`src/stxps_pkg.sv`:
```
// Constants, types and helpers of the serial transmit input and pin select.
// Assumes one 40 MHz clock, twice the crystal reference rate.
//
// Overview of operation
// - Code 45 puts the pin 0 drive-enable flag out; low means pin 0 is input.
// - Code 0x2F drives low; invert bit set turns it into a constant high.
// - Codes 0x30-0x3F give crystal clock divisions; only one pin carries one.
// - Pin 0 selector resets to crystal clock divided by 192.
// - Packet format 3 is asynchronous mode with pin 0 as data input.
// - Asynchronous mode bypasses packet hardware and FIFO, sending the pin level.
// - Asynchronous mode applies no whitening, interleaving, error coding or Manchester.
// - Minimum-shift keying is not offered in asynchronous mode.
// - Asynchronous input is sampled at eight times the programmed data rate.
// - Packet format 1 is synchronous mode with device bit clock and pin 0 data.
// - Device outputs a bit clock; host presents each bit in step with it.
// - In synchronous mode pin 0 turns input while transmission is active.
// - Synchronous data leaves eight bit periods after it is sampled.
// - Sync mode field decides whether preamble and sync are inserted.
// - With insertion the device prepends preamble and sync; host gives payload.
// - With invert clear, data is sampled on the bit clock's rising edge.

package stxps_pkg;

	// ---------------------------------------------------------------
	// Bus geometry and register indices.
	// ---------------------------------------------------------------
	localparam int AW = 12;
	localparam int DW = 32;
	localparam logic [9:0] IDX_PIN1_CFG = 10'h001;
	localparam logic [9:0] IDX_PIN0_CFG = 10'h002;
	localparam logic [9:0] IDX_PKT_CTRL = 10'h008;
	localparam logic [9:0] IDX_MOD_CFG_A = 10'h011;
	localparam logic [9:0] IDX_MOD_CFG_B = 10'h012;
	localparam logic [9:0] IDX_STB_TX_ON = 10'h035;
	localparam logic [9:0] IDX_STB_IDLE = 10'h036;
	localparam logic [9:0] IDX_RATE = 10'h040;
	localparam logic [9:0] IDX_STATUS = 10'h041;
	localparam logic [9:0] IDX_SYNC_WORD = 10'h042;
	localparam logic [1:0] RESP_OKAY = 2'h0;
	localparam logic [1:0] RESP_SLVERR = 2'h2;

	// ---------------------------------------------------------------
	// Field positions.
	// ---------------------------------------------------------------
	localparam int PKT_FMT_LSB = 0;
	localparam int PKT_WHITEN_BIT = 6;
	localparam int MODA_SYNC_LSB = 0;
	localparam int MODB_MANCH_BIT = 3;
	localparam int MODB_FMT_LSB = 4;
	localparam int MODB_FEC_BIT = 7;

	// ---------------------------------------------------------------
	// Types.
	// ---------------------------------------------------------------
	typedef struct packed {
		logic inv;
		logic [5:0] sel;
	} stxps_pin_cfg_s;

	typedef enum logic [1:0] {
		FMT_FIFO = 2'b00,
		FMT_SYNC = 2'b01,
		FMT_RSVD = 2'b10,
		FMT_ASYNC = 2'b11
	} stxps_fmt_e;

	typedef enum logic [1:0] {
		PH_IDLE = 2'b00,
		PH_HDR = 2'b01,
		PH_DATA = 2'b10
	} stxps_phase_e;

	// ---------------------------------------------------------------
	// Selector codes, modulation codes and reset values.
	// ---------------------------------------------------------------
	localparam logic [5:0] SEL_SCLK = 6'h0B;
	localparam logic [5:0] SEL_NRDY = 6'h29;
	localparam logic [5:0] SEL_OSC = 6'h2B;
	localparam logic [5:0] SEL_DIR = 6'h2D;
	localparam logic [5:0] SEL_HIZ = 6'h2E;
	localparam logic [5:0] SEL_LOW = 6'h2F;
	localparam logic [5:0] SEL_CLK_BASE = 6'h30;
	localparam logic [5:0] SEL_CLK192 = 6'h3F;
	localparam logic [2:0] MOD_2FSK = 3'h0;
	localparam logic [2:0] MOD_MSK = 3'h7;
	localparam stxps_pin_cfg_s PIN0_RST = '{inv: 1'b0, sel: SEL_CLK192};
	localparam stxps_pin_cfg_s PIN1_RST = '{inv: 1'b0, sel: SEL_HIZ};
	localparam logic [2:0] SYNC_MODE_RST = 3'h2;
	localparam logic [15:0] RATE_RST = 16'h0032;
	localparam logic [15:0] SYNC_WORD_RST = 16'h5A0F;

	// ---------------------------------------------------------------
	// Serial timing counts.
	// ---------------------------------------------------------------
	localparam logic [2:0] PHASE_LAST = 3'h7;
	localparam int DELAY_BITS = 8;
	localparam logic [5:0] PRE_BITS = 6'h20;
	localparam logic [5:0] HDR_LAST = 6'h2F;

	// Returns the divided clock period in CLK cycles for a clock code.
	function automatic logic [8:0] div_period(input logic [3:0] i);
		logic [8:0] p;
		p = 9'h002;
		unique case (i)
			4'h0: p = 9'h002;
			4'h1: p = 9'h003;
			4'h2: p = 9'h004;
			4'h3: p = 9'h006;
			4'h4: p = 9'h008;
			4'h5: p = 9'h00C;
			4'h6: p = 9'h010;
			4'h7: p = 9'h018;
			4'h8: p = 9'h020;
			4'h9: p = 9'h030;
			4'hA: p = 9'h040;
			4'hB: p = 9'h060;
			4'hC: p = 9'h080;
			4'hD: p = 9'h0C0;
			4'hE: p = 9'h100;
			4'hF: p = 9'h180;
		endcase
		return p;
	endfunction

endpackage

```
`src/stxps_top.sv`:
```
// Serial transmit data input, bit timing and general output pin selector.
// Assumes an AXI4-Lite master, an analog oscillator flag and a modulator.
//
// Added by the designer: the AXI4-Lite register port and the address map.

module stxps_top
	import stxps_pkg::*;
(
	input wire logic CLK,
	input wire logic RSTN,
	input wire logic [AW-1:0] S_AXI_AWADDR,
	input wire logic S_AXI_AWVALID,
	output logic S_AXI_AWREADY,
	input wire logic [DW-1:0] S_AXI_WDATA,
	input wire logic [3:0] S_AXI_WSTRB,
	input wire logic S_AXI_WVALID,
	output logic S_AXI_WREADY,
	output logic [1:0] S_AXI_BRESP,
	output logic S_AXI_BVALID,
	input wire logic S_AXI_BREADY,
	input wire logic [AW-1:0] S_AXI_ARADDR,
	input wire logic S_AXI_ARVALID,
	output logic S_AXI_ARREADY,
	output logic [DW-1:0] S_AXI_RDATA,
	output logic [1:0] S_AXI_RRESP,
	output logic S_AXI_RVALID,
	input wire logic S_AXI_RREADY,
	input wire logic PIN0_IN,
	output logic PIN0_OUT,
	output logic PIN0_OE_N,
	output logic PIN1_OUT,
	output logic PIN1_OE_N,
	input wire logic OSC_STABLE_IN,
	output logic TX_ACTIVE,
	output logic TX_BIT,
	output logic TX_BIT_STB,
	output logic [2:0] MOD_FORMAT,
	output logic CODING_EN,
	output logic FIFO_PATH_EN
);

	// ---------------------------------------------------------------
	// Storage.
	// ---------------------------------------------------------------
	logic pin0_m_q, pin0_s_q, osc_m_q, osc_s_q;
	logic aw_hold_q, w_hold_q;
	logic [AW-1:0] aw_addr_q;
	logic [DW-1:0] w_data_q;
	logic [3:0] w_strb_q;
	stxps_pin_cfg_s pin0_q, pin1_q;
	stxps_fmt_e fmt_q;
	logic whiten_q, manch_q, fec_q, tx_active_q;
	logic [2:0] sync_mode_q, mod_fmt_q;
	logic [15:0] rate_q, sync_word_q, samp_cnt_q;
	logic [2:0] phase_q;
	stxps_phase_e ph_q, ph_d;
	logic [5:0] hdr_idx_q;
	logic [DELAY_BITS-1:0] delay_q;
	logic sclk_q;
	logic [8:0] div_cnt_q;
	logic clk_lvl_q;
	logic first_q;

	// True for a word-aligned address that a register answers.
	function automatic logic addr_mapped(input logic [AW-1:0] a);
		logic [9:0] i;
		i = a[AW-1:2];
		return (a[1:0] == 2'b00) && (i == IDX_PIN1_CFG ||
			i == IDX_PIN0_CFG || i == IDX_PKT_CTRL ||
			i == IDX_MOD_CFG_A || i == IDX_MOD_CFG_B ||
			i == IDX_STB_TX_ON || i == IDX_STB_IDLE ||
			i == IDX_RATE || i == IDX_STATUS || i == IDX_SYNC_WORD);
	endfunction

	// ---------------------------------------------------------------
	// Bus handshake decode.
	// ---------------------------------------------------------------
	wire aw_fire = S_AXI_AWVALID & S_AXI_AWREADY;
	wire w_fire = S_AXI_WVALID & S_AXI_WREADY;
	wire b_fire = S_AXI_BVALID & S_AXI_BREADY;
	wire ar_fire = S_AXI_ARVALID & S_AXI_ARREADY;
	wire r_fire = S_AXI_RVALID & S_AXI_RREADY;
	wire wr_go = aw_hold_q & w_hold_q & ~S_AXI_BVALID;
	wire [9:0] wr_idx = aw_addr_q[AW-1:2];
	wire wr_ok = wr_go & addr_mapped(aw_addr_q);
	wire b0 = w_strb_q[0];
	wire b1 = w_strb_q[1];
	wire we_pin1 = wr_ok & b0 & (wr_idx == IDX_PIN1_CFG);
	wire we_pin0 = wr_ok & b0 & (wr_idx == IDX_PIN0_CFG);
	wire we_pkt = wr_ok & b0 & (wr_idx == IDX_PKT_CTRL);
	wire we_moda = wr_ok & b0 & (wr_idx == IDX_MOD_CFG_A);
	wire we_modb = wr_ok & b0 & (wr_idx == IDX_MOD_CFG_B);
	wire st_on = wr_ok & b0 & (wr_idx == IDX_STB_TX_ON);
	wire st_idle = wr_ok & b0 & (wr_idx == IDX_STB_IDLE);
	wire we_rate = wr_ok & (wr_idx == IDX_RATE);
	wire we_sync = wr_ok & (wr_idx == IDX_SYNC_WORD);

	// ---------------------------------------------------------------
	// Operating mode decode.
	// ---------------------------------------------------------------
	wire is_async = (fmt_q == FMT_ASYNC);
	wire is_sync = (fmt_q == FMT_SYNC);
	wire run = tx_active_q & (is_async | is_sync);
	wire pin0_input = is_async | (is_sync & tx_active_q);
	wire pin0_drive_enable_low = ~pin0_input;
	wire [15:0] rate_eff = (rate_q == 16'h0000) ? 16'h0001 : rate_q;
	wire samp_stb = run & (samp_cnt_q == rate_eff - 16'h0001);
	wire bit_stb = samp_stb & (phase_q == PHASE_LAST);
	wire [2:0] phase_d = samp_stb ? phase_q + 3'h1 : phase_q;
	wire hdr_bit = (hdr_idx_q < PRE_BITS) ? ~hdr_idx_q[0] :
		sync_word_q[4'(HDR_LAST - hdr_idx_q)];

	// Status and read data selection.
	wire [9:0] rd_idx = S_AXI_ARADDR[AW-1:2];
	wire [7:0] status = {3'h0, ph_q, pin0_input, ~osc_s_q, tx_active_q};
	wire [15:0] rd_val =
		(rd_idx == IDX_PIN1_CFG) ? {9'h000, pin1_q} :
		(rd_idx == IDX_PIN0_CFG) ? {9'h000, pin0_q} :
		(rd_idx == IDX_PKT_CTRL) ? {9'h000, whiten_q, 4'h0, fmt_q} :
		(rd_idx == IDX_MOD_CFG_A) ? {13'h0000, sync_mode_q} :
		(rd_idx == IDX_MOD_CFG_B) ? {8'h00, fec_q, mod_fmt_q, manch_q,
			3'h0} :
		(rd_idx == IDX_RATE) ? rate_q :
		(rd_idx == IDX_STATUS) ? {osc_s_q, 7'h00, status} :
		(rd_idx == IDX_SYNC_WORD) ? sync_word_q : 16'h0000;
	wire rd_ok = addr_mapped(S_AXI_ARADDR);

	// ---------------------------------------------------------------
	// Pin selector.
	// ---------------------------------------------------------------
	wire pin0_clk = (pin0_q.sel >= SEL_CLK_BASE);
	wire pin1_clk = (pin1_q.sel >= SEL_CLK_BASE);
	wire [8:0] div_per = div_period(pin0_clk ? pin0_q.sel[3:0] :
		pin1_q.sel[3:0]);
	wire div_on = pin0_clk | pin1_clk;

	// Level a selector code routes to a pin before inversion.
	function automatic logic pin_mux(input logic [5:0] sel,
		input logic clk_ok);
		logic v;
		v = 1'b0;
		if (sel >= SEL_CLK_BASE)
			v = clk_ok & clk_lvl_q;
		else if (sel == SEL_SCLK)
			v = sclk_q;
		else if (sel == SEL_NRDY)
			v = ~osc_s_q;
		else if (sel == SEL_OSC)
			v = osc_s_q;
		else if (sel == SEL_DIR)
			v = pin0_drive_enable_low;
		else
			v = 1'b0;
		return v;
	endfunction

	// Inversion follows the selector on each pin.
	wire pin0_lvl = pin_mux(pin0_q.sel, 1'b1) ^ pin0_q.inv;
	wire pin1_lvl = pin_mux(pin1_q.sel, ~pin0_clk) ^ pin1_q.inv;

	// Header phase sequencing for synchronous mode.
	always_comb
	begin
		ph_d = ph_q;
		unique case (ph_q)
			PH_IDLE: if (run & is_sync)
				ph_d = (sync_mode_q != 3'h0) ? PH_HDR : PH_DATA;
			PH_HDR: if (!run)
				ph_d = PH_IDLE;
			else if (bit_stb && hdr_idx_q == HDR_LAST)
				ph_d = PH_DATA;
			PH_DATA: if (!run)
				ph_d = PH_IDLE;
			default: ph_d = PH_IDLE;
		endcase
	end

	// Input synchronisers for the data pin and oscillator flag.
	always_ff @(posedge CLK or negedge RSTN)
	begin
		if (!RSTN)
			{pin0_m_q, pin0_s_q, osc_m_q, osc_s_q} <= 4'h0;
		else
			{pin0_m_q, pin0_s_q, osc_m_q, osc_s_q} <=
				{PIN0_IN, pin0_m_q, OSC_STABLE_IN, osc_m_q};
	end

	// Bus slave: address and data in either order, one answer each.
	always_ff @(posedge CLK or negedge RSTN)
	begin
		if (!RSTN)
		begin
			{aw_hold_q, w_hold_q, S_AXI_BVALID, S_AXI_RVALID} <= 4'h0;
			{S_AXI_AWREADY, S_AXI_WREADY, S_AXI_ARREADY} <= 3'h7;
			aw_addr_q <= '0;
			w_data_q <= '0;
			w_strb_q <= 4'h0;
			S_AXI_BRESP <= RESP_OKAY;
			S_AXI_RRESP <= RESP_OKAY;
			S_AXI_RDATA <= '0;
		end
		else
		begin
			if (aw_fire)
			begin
				aw_addr_q <= S_AXI_AWADDR;
				aw_hold_q <= 1'b1;
				S_AXI_AWREADY <= 1'b0;
			end
			if (w_fire)
			begin
				w_data_q <= S_AXI_WDATA;
				w_strb_q <= S_AXI_WSTRB;
				w_hold_q <= 1'b1;
				S_AXI_WREADY <= 1'b0;
			end
			if (wr_go)
			begin
				{aw_hold_q, w_hold_q} <= 2'b00;
				S_AXI_BVALID <= 1'b1;
				S_AXI_BRESP <= wr_ok ? RESP_OKAY : RESP_SLVERR;
			end
			if (b_fire)
			begin
				S_AXI_BVALID <= 1'b0;
				{S_AXI_AWREADY, S_AXI_WREADY} <= 2'b11;
			end
			if (ar_fire)
			begin
				S_AXI_ARREADY <= 1'b0;
				S_AXI_RVALID <= 1'b1;
				S_AXI_RDATA <= {16'h0000, rd_ok ? rd_val : 16'h0000};
				S_AXI_RRESP <= rd_ok ? RESP_OKAY : RESP_SLVERR;
			end
			if (r_fire)
			begin
				S_AXI_RVALID <= 1'b0;
				S_AXI_ARREADY <= 1'b1;
			end
		end
	end

	// Configuration registers and transmit strobes.
	always_ff @(posedge CLK or negedge RSTN)
	begin
		if (!RSTN)
		begin
			pin0_q <= PIN0_RST;
			pin1_q <= PIN1_RST;
			fmt_q <= FMT_FIFO;
			{whiten_q, manch_q, fec_q, tx_active_q} <= 4'h0;
			sync_mode_q <= SYNC_MODE_RST;
			mod_fmt_q <= MOD_2FSK;
			rate_q <= RATE_RST;
			sync_word_q <= SYNC_WORD_RST;
		end
		else
		begin
			if (we_pin0)
				pin0_q <= stxps_pin_cfg_s'(w_data_q[6:0]);
			if (we_pin1)
				pin1_q <= stxps_pin_cfg_s'(w_data_q[6:0]);
			if (we_pkt)
			begin
				fmt_q <= stxps_fmt_e'(w_data_q[PKT_FMT_LSB +: 2]);
				whiten_q <= w_data_q[PKT_WHITEN_BIT];
			end
			if (we_moda)
				sync_mode_q <= w_data_q[MODA_SYNC_LSB +: 3];
			if (we_modb)
			begin
				mod_fmt_q <= w_data_q[MODB_FMT_LSB +: 3];
				manch_q <= w_data_q[MODB_MANCH_BIT];
				fec_q <= w_data_q[MODB_FEC_BIT];
			end
			if (we_rate & b0)
				rate_q[7:0] <= w_data_q[7:0];
			if (we_rate & b1)
				rate_q[15:8] <= w_data_q[15:8];
			if (we_sync & b0)
				sync_word_q[7:0] <= w_data_q[7:0];
			if (we_sync & b1)
				sync_word_q[15:8] <= w_data_q[15:8];
			if (st_on)
				tx_active_q <= 1'b1;
			else if (st_idle)
				tx_active_q <= 1'b0;
		end
	end

	// Oversampling counter, bit phase and header position.
	always_ff @(posedge CLK or negedge RSTN)
	begin
		if (!RSTN)
		begin
			samp_cnt_q <= 16'h0000;
			phase_q <= 3'h0;
			ph_q <= PH_IDLE;
			hdr_idx_q <= 6'h00;
			sclk_q <= 1'b0;
		end
		else
		begin
			samp_cnt_q <= (!run || samp_stb) ? 16'h0000 :
				samp_cnt_q + 16'h0001;
			phase_q <= run ? phase_d : 3'h0;
			ph_q <= ph_d;
			hdr_idx_q <= (ph_q != PH_HDR) ? 6'h00 :
				bit_stb ? hdr_idx_q + 6'h01 : hdr_idx_q;
			// The clock only rises where a payload bit is taken.
			sclk_q <= (ph_q == PH_DATA) & (ph_d == PH_DATA) &
				(bit_stb | (sclk_q & ~phase_d[2]));
		end
	end

	// Transmit bit path: pin level in asynchronous mode, header or delayed bits else.
	always_ff @(posedge CLK or negedge RSTN)
	begin
		if (!RSTN)
		begin
			delay_q <= '0;
			TX_BIT <= 1'b0;
			TX_BIT_STB <= 1'b0;
		end
		else
		begin
			TX_BIT_STB <= is_async ? samp_stb : (bit_stb & ph_q != PH_IDLE);
			if (is_async & samp_stb)
				TX_BIT <= pin0_s_q;
			else if (ph_q == PH_HDR & bit_stb)
				TX_BIT <= hdr_bit;
			else if (ph_q == PH_DATA & bit_stb)
			begin
				delay_q <= {delay_q[DELAY_BITS-2:0], pin0_s_q};
				TX_BIT <= delay_q[DELAY_BITS-1];
			end
			if (ph_q == PH_IDLE)
				delay_q <= '0;
		end
	end

	// Shared divided clock and registered pin and modulator outputs.
	always_ff @(posedge CLK or negedge RSTN)
	begin
		if (!RSTN)
		begin
			div_cnt_q <= 9'h000;
			clk_lvl_q <= 1'b0;
			{PIN0_OUT, PIN1_OUT, PIN0_OE_N, PIN1_OE_N} <= 4'h0;
			{TX_ACTIVE, CODING_EN, FIFO_PATH_EN} <= 3'h0;
			MOD_FORMAT <= MOD_2FSK;
			first_q <= 1'b1;
		end
		else
		begin
			div_cnt_q <= (!div_on || div_cnt_q >= div_per - 9'h001) ?
				9'h000 : div_cnt_q + 9'h001;
			clk_lvl_q <= div_on & (div_cnt_q < {1'b0, div_per[8:1]});
			PIN0_OUT <= pin0_lvl;
			PIN1_OUT <= pin1_lvl;
			PIN0_OE_N <= pin0_input | (pin0_q.sel == SEL_HIZ);
			PIN1_OE_N <= (pin1_q.sel == SEL_HIZ);
			TX_ACTIVE <= tx_active_q;
			CODING_EN <= ~is_async & (whiten_q | manch_q | fec_q);
			FIFO_PATH_EN <= (fmt_q == FMT_FIFO);
			MOD_FORMAT <= (is_async && mod_fmt_q == MOD_MSK) ?
				MOD_2FSK : mod_fmt_q;
			first_q <= 1'b0;
		end
	end
endmodule // stxps_top

```
`config.mk`:
```
export PLATFORM = sky130hd
export DESIGN_NAME = stxps_top
export DESIGN_NICKNAME = d
export VERILOG_FILES = /design/src/stxps_pkg.sv /design/src/stxps_top.sv
export SDC_FILE = /design/constraint.sdc
export NUM_CORES = 1
export LEC_CHECK = 0
export ABC_AREA = 0
export BUFFER_PORTS_ARGS = -buffer_cell sky130_fd_sc_hd__buf_2
export CAP_MARGIN = 15
export CORE_ASPECT_RATIO = 1.25
export CORE_MARGIN = 1
export CORE_UTILIZATION = 32
export DETAILED_ROUTE_END_ITERATION = 10
export SLEW_MARGIN = 15
export SYNTH_ARGS = -nofsm -noshare
export SYNTH_HDL_FRONTEND = slang
export SYNTH_SLANG_ARGS = --single-unit
```
`constraint.sdc`:
```
create_clock -name CLK -period 5.14 [get_ports CLK]
set_clock_uncertainty 0.05 [all_clocks]
set_input_delay 0.771 -clock CLK [delete_from_list [all_inputs] [get_ports CLK]]
set_output_delay 0.771 -clock CLK [all_outputs]
set_load 0.005 [all_outputs]
```
==> results.md <==
* Post-Place Setup Slack at 1.12 ns
* Setup TNS Final at 0 ns
* Ranking of synthesized cells by area: dfrtp_1, mux2_2, dfstp_2, ha_1, mux2i_1
* Slew margin rel. at 0.337
* Switching pwr at 0.000916 W
* Fmax at 248 MHz
* First-pass GRT wire length at 35.6 mm
* Antenna violations before repair at 0
* Most common cell on crit path: nor2_1
* Area Overhead vs Synth at 15.1%
* Syn Inst Count at 825
* Post-synthesis sequential area ratio at 0.481
* Clk network pwr share at 0.403
* Fin crit period at 4.03 ns
* Vias per Instance at 5.17
* Nets at 1004
* Vias in the first global route at 6610
* CP peak stage delay at 0.70 ns
* Die Span Y at 191 um
* Worst Path Required at 5.45 ns
* Global route overflow at 0
* CTS clk-pin slew, worst paths at 0.07 ns
* Cell-internal power at 0.00249 W
* # placed instances at 1242
* Core Rows at 68
* Horiz. Die Dim at 153 um
* DR vias at 6598
* Cell area after synthesis at 9170 um^2
* Reg power frac at 0.498
* Largest net degree at the start of global routing at 110
* Crit-path slowest cell: nor4_4
* CP Class: flop to flop
* Final Hold Viols at 0
* Area leader, netlist: dfrtp_1
* Pwr dens at 323 nW/um^2
* Primary FF master, synth: dfrtp_1
* WP data arrival at 4.34 ns
* Antenna diodes at 0
* Tot GR Track Use at 0.157
* Clk sinks at 175
* Final GP Congestion at 0.832
* Distinct cells, synth at 75
* Outcome: complete, no violations
* Fin worst setup slack at 1.11 ns
* Comb pwr share at 0.100
* CP Depth at 13
* Final wirelength at 22.0 mm
* Syn. warnings at 0
* Top post-synthesis cells by count: dfrtp_1, mux2_2, nand2_1, nor2_1, mux2i_1
* H-tree lvl count at 4
* Switching share of power at 0.269
* Antenna viol nets, final at 0
* CTS tree: done
* Max FO, Critical Path at 14
* Ys async rst share at 1.00
* Hold WS at 0.152 ns
* Max-cap violations at 0
* Post-CTS Setup Inserts at 0
* Max Slew Vio Count at 0
* Initial Utilization at 0.329
* First DRT Iteration DRCs at 332
* Layout cells sized above 1 at 0.283
* Sequence of cells on the critical path: nor4_4, nand4_1, nor2_1, nor2_1, ha_1, and2_1, o21a_1, o31ai_1, o21ai_0, nor2_1, nand3_2, nor4_4, mux2i_1
* P_leak at 4.71 nW
* Total Die Area at 29300 um^2
* # setup viols final at 0
* CP Capture Type: flop
* Most frequent cell after synthesis: dfrtp_1
* First-pass DRT Iterations at 5
* Seq. cell area at 4410 um^2
* #FFs+latches synth at 175
* Detailed placer's ending HPWL at 16.3 mm
* Area occupied by multi-input gates at 4540 um^2
* Fill count at 2747
* Count of flip-flops with a built-in enable after synthesis at 0
* Post-synth top area share at 0.409
* Final Instance Count excl. Fillers at 1275
* CP bufs+invs at 0
* Period utilisation layout at 0.784
* CP delay by family, top: simple AND/OR/NAND/NOR gates
* Clk Latency, worst-skew pair at 0.44 ns
* CTS Hold Buffers Added at 0
* Drt drc at 0
* Worst min path class: primary input to async pin
* Root Buffer: clkbuf_16
* Num CTS Buffers at 17
* Num ports at 122
* VDD IR-drop max at 239 uV
* Bufs on Longest Clock Path at 2
* RSZ-0062 raised after global routing: no
* Worst setup SP type: flop
* Port Buffers at 85
* CORE AREA at 27900 um^2
* R2R depth at 13
* Worst-Margin Slew at 0.985 ns
* CTS resizes at 0
* DR WL/cell at 17.3 um
* Post-Syn Area per Cell at 11.1 um^2
[logic make-up (layout without fill, tap and decap cells)]
family	Yosys count	in the layout	share of synthesized area
compound gates	135	135	0.106
mux	122	122	0.152
other cells	1	18	0.000409
buf+inv	57	140	0.0316
fa+ha+maj	23	23	0.0314
xor+xnor	46	46	0.0439
flops	175	175	0.481
simple gates	266	266	0.154
[final timing paths]
path | start | end | slack (ns)
worst min-delay path | RSTN | aw_addr_q[7] | 0.15
worst max-delay path | rate_q[2] | delay_q[4] | 1.11
min in group CLK | pin0_m_q | pin0_s_q | 0.30
max in group asynchronous | RSTN | S_AXI_RDATA[15] | 4.01
worst max register to register | rate_q[2] | delay_q[4] | 1.11
worst min register to register | pin0_m_q | pin0_s_q | 0.30
[power groups by stage]
stage	logic, W	registers, W	clock network [W]
2_1_floorplan	0.000252	0.00164	0
3_3_place_gp	0.000335	0.00172	0
3_5_place_dp	0.000341	0.00173	0
4_1_cts	0.000344	0.00170	0.00141
5_1_grt	0.000379	0.00172	0.00146
6_report	0.000339	0.00170	0.00137
[per-stage QoR]
stage / util / area (um^2) / power (W)
global route: 0.378 / 10600 / 0.00356
global placement: 0.355 / 9910 / 0.00206
CTS: 0.377 / 10500 / 0.00345
finish: 0.378 / 10600 / 0.00341
floorplan: - / 9240 / 0.00190
detailed placement: 0.355 / 9910 / 0.00207
[flip-flops by register name (all words and copies together), names as in the netlist, 6 cells and up]
name / flops
S_AXI_RDATA: 16
rate_q: 16
samp_cnt_q: 16
sync_word_q: 16
w_data_q: 16
aw_addr_q: 12
div_cnt_q: 9
delay_q: 8
pin0_q: 7
pin1_q: 7
hdr_idx_q: 6
[per-layer routing]
layer	routed length (um)	global-route usage	vias up	part of all wire
li1	-	-	3139	-
met1	9310	0.182	3293	0.42
met2	11600	0.285	131	0.52
met3	584	0.0268	35	0.026
met4	595	0.0700	0	0.027
met5	0	0	-	0
[layout make-up]
class	instances	share of cell area
inverter	19	0.00676
clock buffer	20	0.0423
multi-input combinational	610	0.430
clock inverter	12	0.0161
sequential	175	0.418
tap	350	0.0415
timing repair buffer	89	0.0456
[cells in the final DEF (no fill, tap or decap), types with 4 or more instances in the layout]
| cell type | instances |
|---|---|
| dfrtp_1 | 150 |
| mux2_2 | 90 |
| buf_2 | 84 |
| nand2_1 | 69 |
| nor2_1 | 64 |
| mux2i_1 | 27 |
| dfstp_2 | 25 |
| xnor2_1 | 25 |
| o21ai_0 | 24 |
| nand3_1 | 23 |
| ha_1 | 23 |
| a21oi_1 | 22 |
| nor3_1 | 22 |
| xor2_1 | 21 |
| inv_1 | 19 |
| conb_1 | 18 |
| a22o_1 | 17 |
| clkbuf_16 | 17 |
| nand2b_1 | 15 |
| and3_1 | 10 |
| or3_1 | 9 |
| a31oi_1 | 8 |
| a21o_1 | 7 |
| nor4_1 | 7 |
| nor2b_1 | 6 |
| a22oi_1 | 6 |
| a222oi_1 | 5 |
| mux4_2 | 5 |
| inv_6 | 5 |
| nand4_1 | 4 |
| o21a_1 | 4 |
| a211oi_1 | 4 |
| o31ai_1 | 4 |
| o211ai_1 | 4 |
| a21boi_0 | 4 |
Power figures use the tool's default switching activity.
